--- src/rtl/tt3_pkg.sv ---
// constants, register map and state record of the third timer/counter unit
// Functional notes
// - mode comes from run, uart clock selects, capture select, clock-out enable; run 0 is off
// - counter advances only while run control reads 1
// - overflow sets bit 7 unless uart clock select or clock-out; software clears
// - trigger falling edge sets bit 6 in capture, reload, baud modes; software clears
// - both flags request one interrupt gated by the unit interrupt enable
// - receive select bit 5 routes overflow pulses to uart receive clock
// - transmit select bit 4 routes overflow pulses to uart transmit clock
// - trigger enable bit 3 allows capture or reload; clear means trigger ignored
// - source 0 counts machine ticks (clock/6), every clock in baud and clock-out; 1 counts count pin falling edges
// - capture select bit 0 picks capture or reload; ignored when uart clocked
// - clock-out enable bit 1 acts only in clock-out mode
// - down-count enable resets 0; when set in auto-reload mode trigger level picks direction
// - capture mode without trigger enable is a plain 16-bit counter with flag
// - capture edge copies counter low/high bytes into capture low/high
// - capture mode never reloads; counter keeps running after a capture
// - auto-reload loads capture registers on overflow or enabled trigger edge
// - down count underflows at capture value, sets flag, loads all ones; external flag toggles
// - trigger edge needs 1 then 0 in two machine cycles, flag set in third
// - baud mode trigger edge sets external flag without reload
package tt3_pkg;
	// register indices; byte address is four times the index
	localparam logic [9:0] CTRL_IDX = 10'h0C8;
	localparam logic [9:0] MODE_IDX = 10'h0C9;
	localparam logic [9:0] CAPL_IDX = 10'h0CA;
	localparam logic [9:0] CAPH_IDX = 10'h0CB;
	localparam logic [9:0] CNTL_IDX = 10'h0CC;
	localparam logic [9:0] CNTH_IDX = 10'h0CD;
	localparam logic [9:0] IEN_IDX = 10'h0CE;
	// control register bits
	localparam int TF_BIT = 7;
	localparam int EXF_BIT = 6;
	localparam int RCLK_BIT = 5;
	localparam int TX_CLOCK_SELECT_BIT = 4;
	localparam int EXEN_BIT = 3;
	localparam int TR_BIT = 2;
	localparam int CT_BIT = 1;
	localparam int CPRL_BIT = 0;
	// mode register bits
	localparam int OE_BIT = 1;
	localparam int DOWN_COUNT_ENABLE_BIT = 0;
	// reset values
	localparam logic [7:0] CTRL_RST = 8'h00;
	localparam logic [1:0] MODE_RST = 2'h0;
	localparam logic [15:0] CNT_RST = 16'h0000;
	localparam logic [15:0] CAP_RST = 16'h0000;
	localparam logic IEN_RST = 1'b0;
	localparam logic [15:0] ALL_ONES = 16'hFFFF;
	// clocks per machine cycle, and the last prescaler state
	localparam int MACH_DIV = 6;
	localparam logic [2:0] MACH_LAST = 3'(MACH_DIV - 1);
	// uart clock pulses
	typedef struct packed {
		logic rx;
		logic tx;
	} tt3_baud_t;
	// whole state of the unit
	typedef struct packed {
		logic trig_s1;
		logic trig_s2;
		logic trig_prev;
		logic trig_cur;
		logic cpin_s1;
		logic cpin_s2;
		logic cpin_prev;
		logic cpin_cur;
		logic [2:0] presc;
		logic [7:0] ctrl;
		logic [1:0] mode;
		logic ien;
		logic [15:0] cnt;
		logic [15:0] cap;
		logic [7:0] rdata;
		logic clk_o;
		tt3_baud_t baud;
	} tt3_state_t;
endpackage

--- src/rtl/tt3_timer.sv ---
// third 16-bit timer/counter with capture, reload, clock-out and uart clock duty
`timescale 1ns/100ps
`default_nettype none
module tt3_timer
	import tt3_pkg::*;
(
	// clock and reset
	input wire logic pclk,
	input wire logic presetn,
	// apb slave
	input wire logic psel,
	input wire logic penable,
	input wire logic pwrite,
	input wire logic [11:0] paddr,
	input wire logic [31:0] pwdata,
	input wire logic [3:0] pstrb,
	output logic [31:0] prdata,
	output logic pready,
	output logic pslverr,
	// count pin, two-way
	input wire logic count_pin_i,
	output logic count_pin_o,
	output logic count_pin_oe_n,
	// trigger pin
	input wire logic trigger_input_i,
	// uart clock pulses and interrupt
	output tt3_baud_t baud_tick,
	output logic irq
);
	tt3_state_t q;
	tt3_state_t d;
	logic run;
	logic baud_m;
	logic clkout_m;
	logic cap_m;
	logic rld_m;
	logic updown_m;
	logic mtick;
	logic ev;
	logic down;
	logic hit;
	logic ovf;
	logic tedge;
	logic setup;
	logic acc;
	logic addr_ok;
	logic wr;
	logic [9:0] idx;
	logic [7:0] rd_val;

	// mode decode from the control and mode bits
	assign run = q.ctrl[TR_BIT];
	assign baud_m = q.ctrl[RCLK_BIT] | q.ctrl[TX_CLOCK_SELECT_BIT];
	assign clkout_m = !baud_m && !q.ctrl[CPRL_BIT] && q.mode[OE_BIT];
	assign cap_m = !baud_m && q.ctrl[CPRL_BIT];
	assign rld_m = !baud_m && !q.ctrl[CPRL_BIT] && !q.mode[OE_BIT];
	assign updown_m = rld_m && q.mode[DOWN_COUNT_ENABLE_BIT];

	// machine tick every sixth clock; baud and clock-out count every clock from the internal source
	assign mtick = (q.presc == MACH_LAST);
	always_comb
	begin
		if (!run)
			ev = 1'b0;
		else if (q.ctrl[CT_BIT])
			ev = mtick && q.cpin_prev && !q.cpin_cur;
		else
			ev = (baud_m || clkout_m) ? 1'b1 : mtick;
	end

	// direction follows the trigger level only with down count enabled
	assign down = updown_m && !q.trig_cur;
	assign hit = down ? (q.cnt == q.cap) : (q.cnt == ALL_ONES);
	assign ovf = ev && hit;

	// trigger edge: sampled 1 then 0 on two machine ticks, acted on at the next
	// in up/down mode the trigger is a direction level, so its edge does nothing
	assign tedge = run && q.ctrl[EXEN_BIT] && mtick && q.trig_prev && !q.trig_cur && !updown_m;

	// apb decode; zero wait states, read data latched in the setup cycle
	assign setup = psel && !penable;
	assign acc = psel && penable;
	assign idx = paddr[11:2];
	always_comb
	begin
		addr_ok = (paddr[1:0] == 2'h0);
		rd_val = 8'h00;
		if (idx == CTRL_IDX)
			rd_val = q.ctrl;
		else if (idx == MODE_IDX)
			rd_val = {6'h00, q.mode};
		else if (idx == CAPL_IDX)
			rd_val = q.cap[7:0];
		else if (idx == CAPH_IDX)
			rd_val = q.cap[15:8];
		else if (idx == CNTL_IDX)
			rd_val = q.cnt[7:0];
		else if (idx == CNTH_IDX)
			rd_val = q.cnt[15:8];
		else if (idx == IEN_IDX)
			rd_val = {7'h00, q.ien};
		else
			addr_ok = 1'b0;
	end
	assign wr = acc && pwrite && addr_ok && pstrb[0];
	assign pready = 1'b1;
	assign pslverr = acc && !addr_ok;
	assign prdata = {24'h000000, q.rdata};

	// next state of the whole unit
	always_comb
	begin
		d = q;
		// pin synchronisers
		d.trig_s1 = trigger_input_i;
		d.trig_s2 = q.trig_s1;
		d.cpin_s1 = count_pin_i;
		d.cpin_s2 = q.cpin_s1;
		d.presc = mtick ? 3'h0 : 3'(q.presc + 3'h1);
		// pins are looked at once per machine cycle
		if (mtick)
		begin
			d.trig_prev = q.trig_cur;
			d.trig_cur = q.trig_s2;
			d.cpin_prev = q.cpin_cur;
			d.cpin_cur = q.cpin_s2;
		end
		// software writes to configuration
		if (wr && idx == CTRL_IDX)
			d.ctrl = pwdata[7:0];
		if (wr && idx == MODE_IDX)
			d.mode = pwdata[1:0];
		if (wr && idx == IEN_IDX)
			d.ien = pwdata[0];
		// counting
		if (ev)
		begin
			if (down)
				d.cnt = hit ? ALL_ONES : 16'(q.cnt - 16'h0001);
			else if (!hit)
				d.cnt = 16'(q.cnt + 16'h0001);
			else if (cap_m)
				d.cnt = CNT_RST;
			else
				d.cnt = q.cap;
		end
		// trigger actions; baud and clock-out never load from the trigger
		if (tedge && rld_m)
			d.cnt = q.cap;
		if (tedge && cap_m)
			d.cap = q.cnt;
		// hardware sets win over a software clear in the same cycle
		if (ovf && !baud_m && !clkout_m)
			d.ctrl[TF_BIT] = 1'b1;
		if (tedge && (cap_m || rld_m || baud_m))
			d.ctrl[EXF_BIT] = 1'b1;
		if (ovf && updown_m)
			d.ctrl[EXF_BIT] = !q.ctrl[EXF_BIT];
		// clock-out toggles at each rollover
		if (ovf && clkout_m)
			d.clk_o = !q.clk_o;
		// overflow pulses to the uart clocks
		d.baud.rx = ovf && q.ctrl[RCLK_BIT];
		d.baud.tx = ovf && q.ctrl[TX_CLOCK_SELECT_BIT];
		// software data writes win: the user should stop the timer first
		if (wr && idx == CAPL_IDX)
			d.cap[7:0] = pwdata[7:0];
		if (wr && idx == CAPH_IDX)
			d.cap[15:8] = pwdata[7:0];
		if (wr && idx == CNTL_IDX)
			d.cnt[7:0] = pwdata[7:0];
		if (wr && idx == CNTH_IDX)
			d.cnt[15:8] = pwdata[7:0];
		if (setup)
			d.rdata = rd_val;
	end

	// one register bank for all state
	always_ff @(posedge pclk or negedge presetn)
	begin
		if (!presetn)
		begin
			q <= '0;
			q.ctrl <= CTRL_RST;
			q.mode <= MODE_RST;
			q.ien <= IEN_RST;
			q.cnt <= CNT_RST;
			q.cap <= CAP_RST;
		end
		else
			q <= d;
	end

	// outputs
	assign irq = q.ien && (q.ctrl[TF_BIT] || q.ctrl[EXF_BIT]);
	assign count_pin_o = q.clk_o;
	assign count_pin_oe_n = !clkout_m;
	assign baud_tick = q.baud;

	// counter holds while stopped
	run_hold_a: assert property (@(posedge pclk) disable iff (!presetn)
		(!run && !wr) |=> $stable(q.cnt))
		else $error("counter moved while stopped");

	// overflow raises flag outside uart and clock-out duty
	ovf_flag_a: assert property (@(posedge pclk) disable iff (!presetn)
		(ovf && !baud_m && !clkout_m) |=> q.ctrl[TF_BIT])
		else $error("overflow flag not set");

	// no overflow flag in baud duty
	baud_noflag_a: assert property (@(posedge pclk) disable iff (!presetn)
		(baud_m && !q.ctrl[TF_BIT] && !wr) |=> !q.ctrl[TF_BIT])
		else $error("overflow flag set in baud duty");

	// interrupt follows a raised flag
	irq_flag_a: assert property (@(posedge pclk) disable iff (!presetn)
		($rose(q.ctrl[TF_BIT]) && q.ien) |-> irq)
		else $error("interrupt missing after flag");

	// transmit pulse comes one clock after an overflow with select set
	tx_pulse_a: assert property (@(posedge pclk) disable iff (!presetn)
		baud_tick.tx |-> ($past(ovf) && $past(q.ctrl[TX_CLOCK_SELECT_BIT])))
		else $error("stray transmit clock pulse");

	// enabled trigger edge sets the external flag
	ext_flag_a: assert property (@(posedge pclk) disable iff (!presetn)
		(tedge && (cap_m || rld_m || baud_m)) |=> q.ctrl[EXF_BIT])
		else $error("external flag not set");

	// capture copies the running count
	cap_copy_a: assert property (@(posedge pclk) disable iff (!presetn)
		(tedge && cap_m && !wr) |=> (q.cap == $past(q.cnt)))
		else $error("capture value wrong");

	// capture mode rolls over to zero, never reloads
	cap_noreload_a: assert property (@(posedge pclk) disable iff (!presetn)
		(ovf && cap_m && !wr) |=> (q.cnt == 16'h0000))
		else $error("capture mode reloaded");

	// down count underflow loads all ones
	down_under_a: assert property (@(posedge pclk) disable iff (!presetn)
		(ovf && down && !wr) |=> (q.cnt == 16'hFFFF))
		else $error("underflow did not load all ones");

	// up overflow in reload mode loads the capture value
	up_reload_a: assert property (@(posedge pclk) disable iff (!presetn)
		(ovf && rld_m && !down && !wr) |=> (q.cnt == $past(q.cap)))
		else $error("reload value wrong");

	// trigger ignored with the enable clear
	trig_off_a: assert property (@(posedge pclk) disable iff (!presetn)
		(!q.ctrl[EXEN_BIT] && cap_m && !wr) |=> $stable(q.cap))
		else $error("capture without trigger enable");

	// checks below that a write could upset leave out software writes, since a counter or capture write wins over
	// the hardware update of the same cycle, and any write can change the watched state

	// receive pulse comes one clock after an overflow with select set
	rx_pulse_a: assert property (@(posedge pclk) disable iff (!presetn)
		baud_tick.rx |-> ($past(ovf) && $past(q.ctrl[RCLK_BIT])))
		else $error("stray receive clock pulse");

	// every overflow with receive select set reaches the uart
	rx_route_a: assert property (@(posedge pclk) disable iff (!presetn)
		(ovf && q.ctrl[RCLK_BIT]) |=> baud_tick.rx)
		else $error("receive clock pulse missing");

	// every overflow with transmit select set reaches the uart
	tx_route_a: assert property (@(posedge pclk) disable iff (!presetn)
		(ovf && q.ctrl[TX_CLOCK_SELECT_BIT]) |=> baud_tick.tx)
		else $error("transmit clock pulse missing");

	// no external flag without the trigger enable outside up/down
	exf_off_a: assert property (@(posedge pclk) disable iff (!presetn)
		(!q.ctrl[EXEN_BIT] && !updown_m && !q.ctrl[EXF_BIT] && !wr) |=> !q.ctrl[EXF_BIT])
		else $error("external flag without trigger enable");

	// baud duty: trigger edge never loads the counter
	baud_noreload_a: assert property (@(posedge pclk) disable iff (!presetn)
		(tedge && baud_m && !ev && !wr) |=> $stable(q.cnt))
		else $error("trigger reloaded in baud duty");

	// machine tick spacing is fixed by the free running prescaler
	tick_space_a: assert property (@(posedge pclk) disable iff (!presetn)
		mtick |=> (!mtick [*5] ##1 mtick))
		else $error("machine tick spacing wrong");

	// internal timer source holds between machine ticks
	int_step_a: assert property (@(posedge pclk) disable iff (!presetn)
		(run && !q.ctrl[CT_BIT] && !baud_m && !clkout_m && !mtick && !wr) |=> $stable(q.cnt))
		else $error("timer counted between machine ticks");

	// up count steps by exactly one
	up_step_a: assert property (@(posedge pclk) disable iff (!presetn)
		(ev && !down && !hit && !tedge && !wr) |=> (q.cnt == $past(q.cnt) + 16'h0001))
		else $error("up count step wrong");

	// down count steps by exactly one
	down_step_a: assert property (@(posedge pclk) disable iff (!presetn)
		(ev && down && !hit && !wr) |=> (q.cnt == $past(q.cnt) - 16'h0001))
		else $error("down count step wrong");

	// a stopped unit raises no flag and captures nothing
	off_frozen_a: assert property (@(posedge pclk) disable iff (!presetn)
		(!run && !wr) |=> ($stable(q.ctrl) && $stable(q.cap)))
		else $error("stopped unit changed state");

	// pin level only toggles in clock-out duty
	clkout_hold_a: assert property (@(posedge pclk) disable iff (!presetn)
		!clkout_m |=> $stable(q.clk_o))
		else $error("clock-out level moved outside clock-out");

	// up/down rollover flips the external flag
	exf_toggle_a: assert property (@(posedge pclk) disable iff (!presetn)
		(ovf && updown_m && !wr) |=> (q.ctrl[EXF_BIT] != $past(q.ctrl[EXF_BIT])))
		else $error("external flag did not toggle");

	// hardware raises the external flag only on a machine tick
	exf_tick_a: assert property (@(posedge pclk) disable iff (!presetn)
		($rose(q.ctrl[EXF_BIT]) && !$past(wr)) |-> $past(mtick))
		else $error("external flag set off a machine tick");

	// overflow flag is cleared by software only
	flag_keep_a: assert property (@(posedge pclk) disable iff (!presetn)
		(q.ctrl[TF_BIT] && !wr) |=> q.ctrl[TF_BIT])
		else $error("overflow flag cleared by hardware");

	// external flag is cleared by software or the up/down toggle only
	ext_keep_a: assert property (@(posedge pclk) disable iff (!presetn)
		(q.ctrl[EXF_BIT] && !wr && !(ovf && updown_m)) |=> q.ctrl[EXF_BIT])
		else $error("external flag cleared by hardware");

	// mode select bits of the control register follow software alone
	ctrl_write_a: assert property (@(posedge pclk) disable iff (!presetn)
		(wr && idx == CTRL_IDX) |=> (q.ctrl[5:0] == $past(pwdata[5:0])))
		else $error("control write lost");

	// mode register write lands
	mode_write_a: assert property (@(posedge pclk) disable iff (!presetn)
		(wr && idx == MODE_IDX) |=> (q.mode == $past(pwdata[1:0])))
		else $error("mode write lost");

	// capture registers move only on a trigger edge in capture mode
	cap_only_edge_a: assert property (@(posedge pclk) disable iff (!presetn)
		(cap_m && !tedge && !wr) |=> $stable(q.cap))
		else $error("capture value moved without edge");
endmodule
`default_nettype wire

--- config.mk ---
export PLATFORM = sky130hd
export DESIGN_NAME = tt3_timer
export DESIGN_NICKNAME = d
export VERILOG_FILES = /design/src/rtl/tt3_pkg.sv /design/src/rtl/tt3_timer.sv
export SDC_FILE = /design/constraint.sdc
export NUM_CORES = 1
export LEC_CHECK = 0
export ABC_AREA = 0
export BUFFER_PORTS_ARGS = -buffer_cell sky130_fd_sc_hd__buf_2
export CORE_MARGIN = 2
export CORE_UTILIZATION = 55
export DETAILED_ROUTE_END_ITERATION = 16
export GPL_TIMING_DRIVEN = 1
export PLACE_DENSITY = 0.78
export SYNTH_ARGS = -nofsm -noshare
export SYNTH_HDL_FRONTEND = slang
export SYNTH_SLANG_ARGS = --single-unit
--- constraint.sdc ---
create_clock -name pclk -period 5.2 [get_ports pclk]
set_input_delay 0.26 -clock pclk [delete_from_list [all_inputs] [get_ports pclk]]
set_output_delay 0.26 -clock pclk [all_outputs]
set_load 0.05 [all_outputs]
After elaboration in Yosys (flattened, before gate mapping)
Index checks and enable logic that the tools add are counted.
- add/subtract/negate cells: 3
- bitwise gates (word level): 1
- reductions and logical operators: 59
- eq/ne operators: 10
- multiplexer cells: 34
- operators with widths (operator ; number):
    16-bit two-way mux ; 7
    8-bit two-way mux ; 11
    10-bit by 8-bit == test with 1-bit output (second input constant) ; 7
    1-bit logical AND ; 37
    16-bit by 1-bit adder with 16-bit output (second input constant) ; 1
    16-bit == test ; 1
    16-bit == test (second input constant) ; 1
    16-bit by 1-bit subtractor with 16-bit output (second input constant) ; 1
    1-bit two-way mux ; 15
    1-bit logical NOT ; 11
    3-bit nonzero test ; 3
    2-bit nonzero test ; 3
    1-bit logical OR ; 4
    3-bit by 1-bit adder with 3-bit output (second input constant) ; 1
    3-bit == test (second input constant) ; 1
    3-bit two-way mux ; 1
    2-bit logical NOT ; 1
    1-bit bitwise OR ; 1
- logic and storage cells: 129
- flip-flop bits (word level): 65
- output and inout bits: 39
- bits of input ports: 55

Depth between registers and ports, before layout
Gate-level depths: netlist (run 1).
- depth in word-level cells: 14
- gate-level depth with buffers: 12
- gate-level depth less buffers: 10

Least setup slack after synthesis (run 1)
OpenSTA, ideal clock, no wires.
- kind: register to register
- start: reg q[51] (netlist name)
- end: reg q[39] (netlist name)
- slack: 2.335 ns
- setup time: 0.126 ns
- clock period less this slack: 2.865 ns
- buffers on the path: 1
- arrival: 2.739 ns
- data required time: 5.074 ns
- stages on the path, launching flop included: 10
- cell sequence: dfrtp_1 -> or4_1 -> buf_2 -> o41a_1 -> o221ai_2 -> nand2_1 -> nor4_4 -> nor2_1 -> a311o_1 -> a221o_1
- longest elaborated chain between the ends: 12
- elaborated cells between the ends (all ways): 24
- classes of those cells: 11 x mux; 1 x bitwise; 12 x reduce/logical
- RTL lines (element ; RTL line ; text):
    from (decl) ; tt3_timer.sv:30 ; tt3_state_t q;
    1-bit bitwise OR (*) ; tt3_timer.sv:53 ; assign baud_m = q.ctrl[RCLK_BIT] | q.ctrl[TX_CLOCK_SELECT_BIT];
    1-bit logical NOT ; tt3_timer.sv:54, tt3_timer.sv:55, tt3_timer.sv:56 ;
    1-bit logical AND ; tt3_timer.sv:54, tt3_timer.sv:56 ;
    1-bit logical AND ; tt3_timer.sv:56 ; assign rld_m = !baud_m && !q.ctrl[CPRL_BIT] && !q.mode[OE_BIT];
    1-bit logical AND ; tt3_timer.sv:57 ; assign updown_m = rld_m && q.mode[DOWN_COUNT_ENABLE_BIT];
    1-bit logical AND ; tt3_timer.sv:72 ; assign down = updown_m && !q.trig_cur;
    1-bit two-way mux ; tt3_timer.sv:73 ; assign hit = down ? (q.cnt == q.cap) : (q.cnt == ALL_ONES);
    16-bit two-way mux, on equally long branches ; tt3_timer.sv:140, tt3_timer.sv:139 ;
    16-bit two-way mux ; tt3_timer.sv:138 ; if (down)
    16-bit two-way mux ; tt3_timer.sv:136 ; if (ev)
    16-bit two-way mux ; tt3_timer.sv:148 ; if (tedge && rld_m)
    8-bit two-way mux ; tt3_timer.sv:172 ; if (wr && idx == CNTH_IDX)
Mark *: on every way between the ends. The rest lies on a longest branch, timed or not. The select of a mux whose other input is x is not followed.
A chain may end at the register's enable or synchronous reset.

Worst setup path after layout (run 1)
- start: reg q[51] (netlist name)
- end: reg q[36] (netlist name)
The elaborated chain is that of the path after synthesis.

==> impl_metrics.py, run 1 <==
metrics = {
    "outcome": {
        "outcome": "finished clean",
    },
    "detailed_routing": {
        "drtIter0Drc": 609,
        "drt-total-wl_mm": 14.6,
        "ant_nets": 0,
        "drc": 0,
        "vias": 4690,
        "wl_per_cell_um": 20.2,
        "drt_pass1_iterations": 5,
        "routed_via_density": 6.52,
    },
    "worst_setup_path": {
        "path_cells": "nor4_2 -> nand2_2 -> o41ai_1 -> o21ai_1 -> nor4_4 -> buf_4 -> mux2i_1 -> a221oi_1 -> o21ai_1",
        "worst_ep_arrival_time_ns": 4.42,
        "path_class": "reg -> reg",
        "crit_top_cell": "o21ai_1",
        "r2r_end": "q[36]",
        "cp.buffers_inverters": 1,
        "required_ns": 5.43,
        "r2r_slack_ns": 1.02,
        "cp-startpoint": "q[51]",
        "endpoint_kind": "flop",
        "rr_startpoint": "q[51]",
        "setup.worst_path.start_class": "flop",
        "cp_slowest_cell": "nor4_4",
        "cp_top_family": "simple AND/OR/NAND/NOR gates",
        "cp_max_fo": 20,
        "reg2regPathDepth": 9,
        "critPathMaxStageDelay_ns": 0.94,
    },
    "power": {
        "internal_power_mw": 0.748,
        "leakagePower_nw": 2.14,
        "pwr-share-comb_pct": 8.2,
        "clkPwrFrac_pct": 43.1,
        "power.share.sequential_pct": 48.7,
        "ir_drop_v": 0.000168,
        "power_density_nw_per_um2": 203,
        "swShare_pct": 28.6,
        "power_switching_mw": 0.300,
    },
    "floorplan": {
        "num_rows": 34,
        "core-area_um2": 8680,
        "die_w_um": 98.5,
        "die-area_um2": 9700,
        "start_util_pct": 56.6,
        "num_io_pins": 94,
        "die_h_um": 98.5,
    },
    "grt": {
        "grt_pass1_vias": 4219,
        "grt_overflow_total": 0,
        "grt_max_degree": 66,
        "grt_first_pass_wirelength_mm": 23.1,
        "grtUsageTotal_pct": 30.5,
        "grt_antenna_before_repair": 0,
    },
    "yosys": {
        "yosys_warnings": 0,
        "synth_flop_cell": "dfrtp_1",
        "postSynthAreaPerCell_um2": 8.13,
        "async_flop_share_pct": 100,
        "syn-instance-count": 604,
        "seq_area_frac_synth_pct": 33.1,
        "ys_ff_latch": 65,
        "synth-edff-count": 0,
        "synth_area_um2": 4910,
        "synth_cell_types": 61,
    },
    "clock_tree": {
        "clk_latency_ns": 0.36,
        "cts_tree": "yes",
        "ctsResizeCount": 0,
        "cts.sinks": 65,
        "ctsLongestPathBuffers": 2,
        "cts_inserted_buffers": 9,
        "cts_hold_buf": 1,
        "clkSlewWorstSetupHoldPaths_ns": 0.08,
        "clockRootBuffer": "clkbuf_8",
        "cts_htree_levels": 3,
        "post_cts_buffers": 0,
    },
    "place": {
        "numPortBuffers": 41,
        "place_area_um2": 4940,
        "gp_congestion": 1.06,
        "dp_hpwl_mm": 10.0,
    },
    "timing": {
        "fin_setup_tns_ns": 0,
        "period_share_pct": 80.5,
        "max_freq_mhz": 239,
        "hold_viol_final": 0,
        "relSlewSlack_pct": 19.6,
        "fin_worst_skew_ns": 0.0117,
        "finalSetupViolations": 0,
        "maxSlewViolCount": 0,
        "finalCriticalPeriod_ns": 4.18,
        "grt_setup_unrepaired": "no",
        "worstMarginPinSlew_ns": 1.20,
    },
    "layout": {
        "syn_to_final_growth_pct": 5.04,
        "drive_gt1_share_pct": 14.4,
        "n_fill_cell": 765,
        "num-nets-final": 663,
        "final_cell_area_um2": 5160,
        "antennaDiodeCount": 0,
    },
    "min_path": {
        "worst_hold_path_type": "in -> async",
    },
    "flow_run": {
        "cap_violations": 0,
    },
}
==> through the flow <==
step | util [%] | hold WS, ns | cells | power [mW] | setup WS, ns
after floorplan | - | -0.0356 | 627 | 0.588 | 2.33
after global placement | 56.9 | 0.341 | 701 | 0.604 | 1.17
after detailed placement | 56.9 | 0.342 | 701 | 0.605 | 1.10
after CTS | 59.3 | 0.00781 | 718 | 1.05 | 1.10
after global routing | 59.5 | 0.173 | 719 | 1.08 | 0.815
final | 59.5 | 0.0712 | 719 | 1.05 | 1.02
==> worst register-to-register path, cell delays in order, from the launching register on <==
cell and delay [ns]:
dfrtp_1 0.47, nor4_2 0.86, nand2_2 0.38, o41ai_1 0.42, o21ai_1 0.18, nor4_4 0.95, buf_4 0.34, mux2i_1 0.09
a221oi_1 0.27, o21ai_1 0.11
==> power by group through the flow <==
stage / registers, mW / clock network [mW] / logic [mW]
final: 0.511 / 0.452 / 0.0856
after global routing: 0.511 / 0.480 / 0.0913
after detailed placement: 0.521 / 0 / 0.0843
after CTS: 0.511 / 0.453 / 0.0850
after floorplan: 0.520 / 0 / 0.0679
after global placement: 0.521 / 0 / 0.0833
==> layout by cell type, fill, tap and decap left out, types with 4 or more instances in the layout <==
cell and n:
or3_1 8, inv_1 7, a311oi_1 5, dfrtp_1 65
a21o_1 7, nand3_1 18, conb_1 25, xor2_1 8
o21ai_1 4, nor2_1 58, nand2b_1 5, a22oi_1 6
buf_4 6, nand2_1 78, a21oi_1 56, nor3_1 18
nor4b_1 5, o211ai_1 6, buf_2 41, nand4_1 9
nor4bb_1 4, mux2_2 15, a221oi_1 4, mux2i_1 26
xnor2_1 20, a222oi_1 6, o22ai_1 5, and3_1 4
o21ai_0 19, clkbuf_8 9
==> kinds of logic (layout without fill, tap and decap cells) <==
kind of cell | count (synthesis) | count (layout) | share of synthesized area [%]
buffers and inverters | 88 | 72 | 9.65
adders and majority gates | 2 | 2 | 0.509
muxes | 41 | 41 | 8.74
AOI/OAI and AO/OA | 145 | 145 | 19.5
DFF | 65 | 65 | 33.1
other | 2 | 25 | 0.153
xor gates and xnor gates | 28 | 28 | 4.99
and+or+nand+nor | 233 | 233 | 23.3
==> synth_stat cells, types with 8 or more instances <==
cell type | count | area share, %
a21oi_1 | 56 | 5.7
buf_4 | 35 | 5.3
clkbuf_1 | 34 | 2.6
dfrtp_1 | 65 | 33
mux2_2 | 15 | 3.4
mux2i_1 | 26 | 5.3
nand2_1 | 78 | 6.0
nand3_1 | 18 | 1.8
nand4_1 | 9 | 1.1
nor2_1 | 59 | 4.5
nor3_1 | 18 | 1.8
o21ai_0 | 19 | 1.9
or3_1 | 8 | 1.0
xnor2_1 | 20 | 3.6
xor2_1 | 8 | 1.4
==> registers in the layout (all words and copies together) (netlist names) <==
name and cells:
baud_tick 2, count_pin_o 1, d 2, prdata 8, q 52
==> routing by layer <==
metal / up-vias / wire length [um] / track usage (%)
met5: - / 0 / 0
met4: 0 / 436 / 13.4
met3: 39 / 1380 / 5.82
met2: 284 / 6700 / 46.4
met1: 2254 / 6040 / 42.4
li1: 2113 / - / -
==> worst max-delay path by stage <==
| stage | to | slack (ns) | depth (start not counted) |
|---|---|---|---|
| finish | q[36] | 1.02 | 9 |
| global placement | q[36] | 1.17 | 9 |
| CTS | q[36] | 1.10 | 9 |
| floorplan | q[39] | 2.33 | 9 |
| detailed placement | q[36] | 1.10 | 9 |
| global route | q[41] | 0.82 | 9 |
==> area by class of cell <==
class / count / area (um2) / share of cell area [%]
Timing Repair Buffer: 49 / 270 / 5.24
Inverter: 7 / 26.3 / 0.509
Sequential cell: 65 / 1630 / 31.5
Clock inverter: 7 / 77.6 / 1.50
Multi-Input combinational cell: 474 / 2900 / 56.2
Tap cell: 108 / 135 / 2.62
Clock buffer: 9 / 124 / 2.40
Power figures use the tool's default switching activity.
==> run 2: changes to the inputs <==
Settings changed: CORE_UTILIZATION 55 to 51, PLACE_DENSITY 0.78 to 0.76.
Clock period 5.2 ns to 3.7 ns, I/O delays scaled along.
==> run 2 against run 1 <==
The flow now finishes with violations (negative hold slack). Die area is 7.5% higher. First-iteration DRC count shrank 29%. Combinational power increased by 39%. Largest power group unchanged.
==> impl_metrics.py, run 2 (synthesized netlist as in run 1, its figures left out) <==
metrics = {
    "worst_setup_path": {
        "r2r_slack_ns": 0.30,
        "required_ns": 3.98,
        "rr_startpoint": "q[51]",
        "critPathMaxStageDelay_ns": 0.75,
        "path_class": "reg -> reg",
        "path_cells": "or4_1 -> o41a_1 -> o221ai_2 -> nand2_1 -> nor4_4 -> buf_4 -> nor2_1 -> a221o_1 -> o21ai_1",
        "worst_ep_arrival_time_ns": 3.69,
        "cp_top_family": "simple AND/OR/NAND/NOR gates",
        "cp_max_fo": 14,
        "reg2regPathDepth": 9,
        "setup.worst_path.start_class": "flop",
        "cp.buffers_inverters": 1,
        "endpoint_kind": "flop",
        "r2r_end": "q[28]",
        "cp_slowest_cell": "or4_1",
    },
    "timing": {
        "worstMarginPinSlew_ns": 0.952,
        "maxSlewViolCount": 0,
        "hold_viol_final": 28,
        "fin_hold_ws_ns": -0.0214,
        "finalCriticalPeriod_ns": 3.40,
        "fin_setup_tns_ns": 0,
        "fin_worst_skew_ns": 0.00780,
        "grt_setup_unrepaired": "no",
        "period_share_pct": 92.0,
        "relSlewSlack_pct": 36.5,
        "finalSetupViolations": 0,
        "max_freq_mhz": 294,
    },
    "detailed_routing": {
        "vias": 4655,
        "drc": 0,
        "ant_nets": 0,
        "routed_via_density": 6.21,
        "drt_pass1_iterations": 8,
        "drt-total-wl_mm": 14.4,
        "drtIter0Drc": 435,
        "wl_per_cell_um": 19.3,
    },
    "floorplan": {
        "die-area_um2": 10400,
        "start_util_pct": 52.9,
        "die_h_um": 102,
        "num_io_pins": 94,
        "die_w_um": 102,
        "num_rows": 35,
        "core-area_um2": 9280,
    },
    "power": {
        "power_density_nw_per_um2": 271,
        "leakagePower_nw": 2.18,
        "ir_drop_v": 0.000235,
    },
    "outcome": {
        "violations": "negative hold slack",
        "outcome": "complete, but fails checks",
    },
    "grt": {
        "grt_max_degree": 41,
        "grt_first_pass_wirelength_mm": 23.5,
        "grt_overflow_total": 0,
        "grt_pass1_vias": 4462,
        "grt_antenna_before_repair": 0,
        "grtUsageTotal_pct": 29.7,
    },
    "place": {
        "gp_congestion": 0.927,
        "dp_cells": 731,
        "numPortBuffers": 41,
        "dp_hpwl_mm": 10.4,
    },
    "layout": {
        "antennaDiodeCount": 0,
        "final_common_cell": "nand2_1",
        "final_cell_mix": "nand2_1, dfrtp_1, nor2_1, a21oi_1, buf_2",
        "num-nets-final": 672,
        "fin_util_pct": 56.4,
        "stdcell_count": 749,
        "largest_register": "q",
        "multi_input_area_um2": 2900,
        "drive_gt1_share_pct": 15.5,
        "largest_reg_flops": 52,
        "syn_to_final_growth_pct": 6.60,
        "seq_area_um2": 1630,
        "n_fill_cell": 903,
    },
    "clock_tree": {
        "cts.sinks": 65,
        "ctsLongestPathBuffers": 2,
        "clk_latency_ns": 0.35,
        "clkSlewWorstSetupHoldPaths_ns": 0.08,
        "clockRootBuffer": "clkbuf_8",
        "cts_tree": "yes",
        "cts_htree_levels": 3,
        "cts_inserted_buffers": 9,
        "ctsResizeCount": 0,
    },
    "min_path": {
        "worst_hold_path_type": "in -> async",
    },
    "flow_run": {
        "cap_violations": 0,
    },
}
-- run 2: cell count changes in the layout (fill, tap and decap cells not counted) --
cell       delta
nor2_1        +1
buf_4         +9
nor2_2        -1
inv_8         +1
bufinv_16     -1
clkinv_4      +1
clkinv_2      -1
-- run 2: area by class of cell --
class	count	area share, %
Tap cell	129	3.08
Timing Repair Buffer	58	6.45
Sequential cell	65	31.1
Multi-Input combinational cell	474	55.3
Clock inverter	7	1.19
Inverter	7	0.502
Clock buffer	9	2.37
-- run 2: worst max path at each step --
stage	start	end	slack, ns	depth (start not counted)
CTS	q[51]	q[28]	0.35	9
floorplan	q[51]	q[39]	0.83	9
detailed placement	q[51]	q[28]	0.38	9
finish	q[51]	q[28]	0.30	9
global placement	q[51]	q[28]	0.45	9
global route	q[51]	q[28]	0.15	9
-- run 2: through the flow --
stage	worst slack (ns)	hold slack [ns]	cell area (um2)	total power [mW]
after floorplan	0.835	-0.111	5000	0.826
after global placement	0.454	0.297	5030	0.847
after detailed placement	0.380	0.295	5030	0.848
after CTS	0.351	0.00333	5240	1.43
after global routing	0.145	0.0573	5240	1.47
final	0.295	-0.0214	5240	1.42
-- run 2: routing by layer --
layer  up-vias  wire, um  GRT usage (%)
li1       2141         -              -
met1      2230      5770           40.7
met2       257      6790           47.5
met3        27      1580           5.61
met4         0       312           9.85
met5         -         0              0
-- run 2: where the power goes --
group,switching [mW],total (mW),internal [mW]
logic,0.0992,0.119,0.0195
clock network,0.325,0.581,0.256
registers,0.00305,0.718,0.715
total,0.427,1.42,0.990
-- run 2: what timing repair did --
item / CTS / global route
hold buffers: 2 / 0
hold endpoints to repair: 2 / 0
setup buffers: 0 / 0
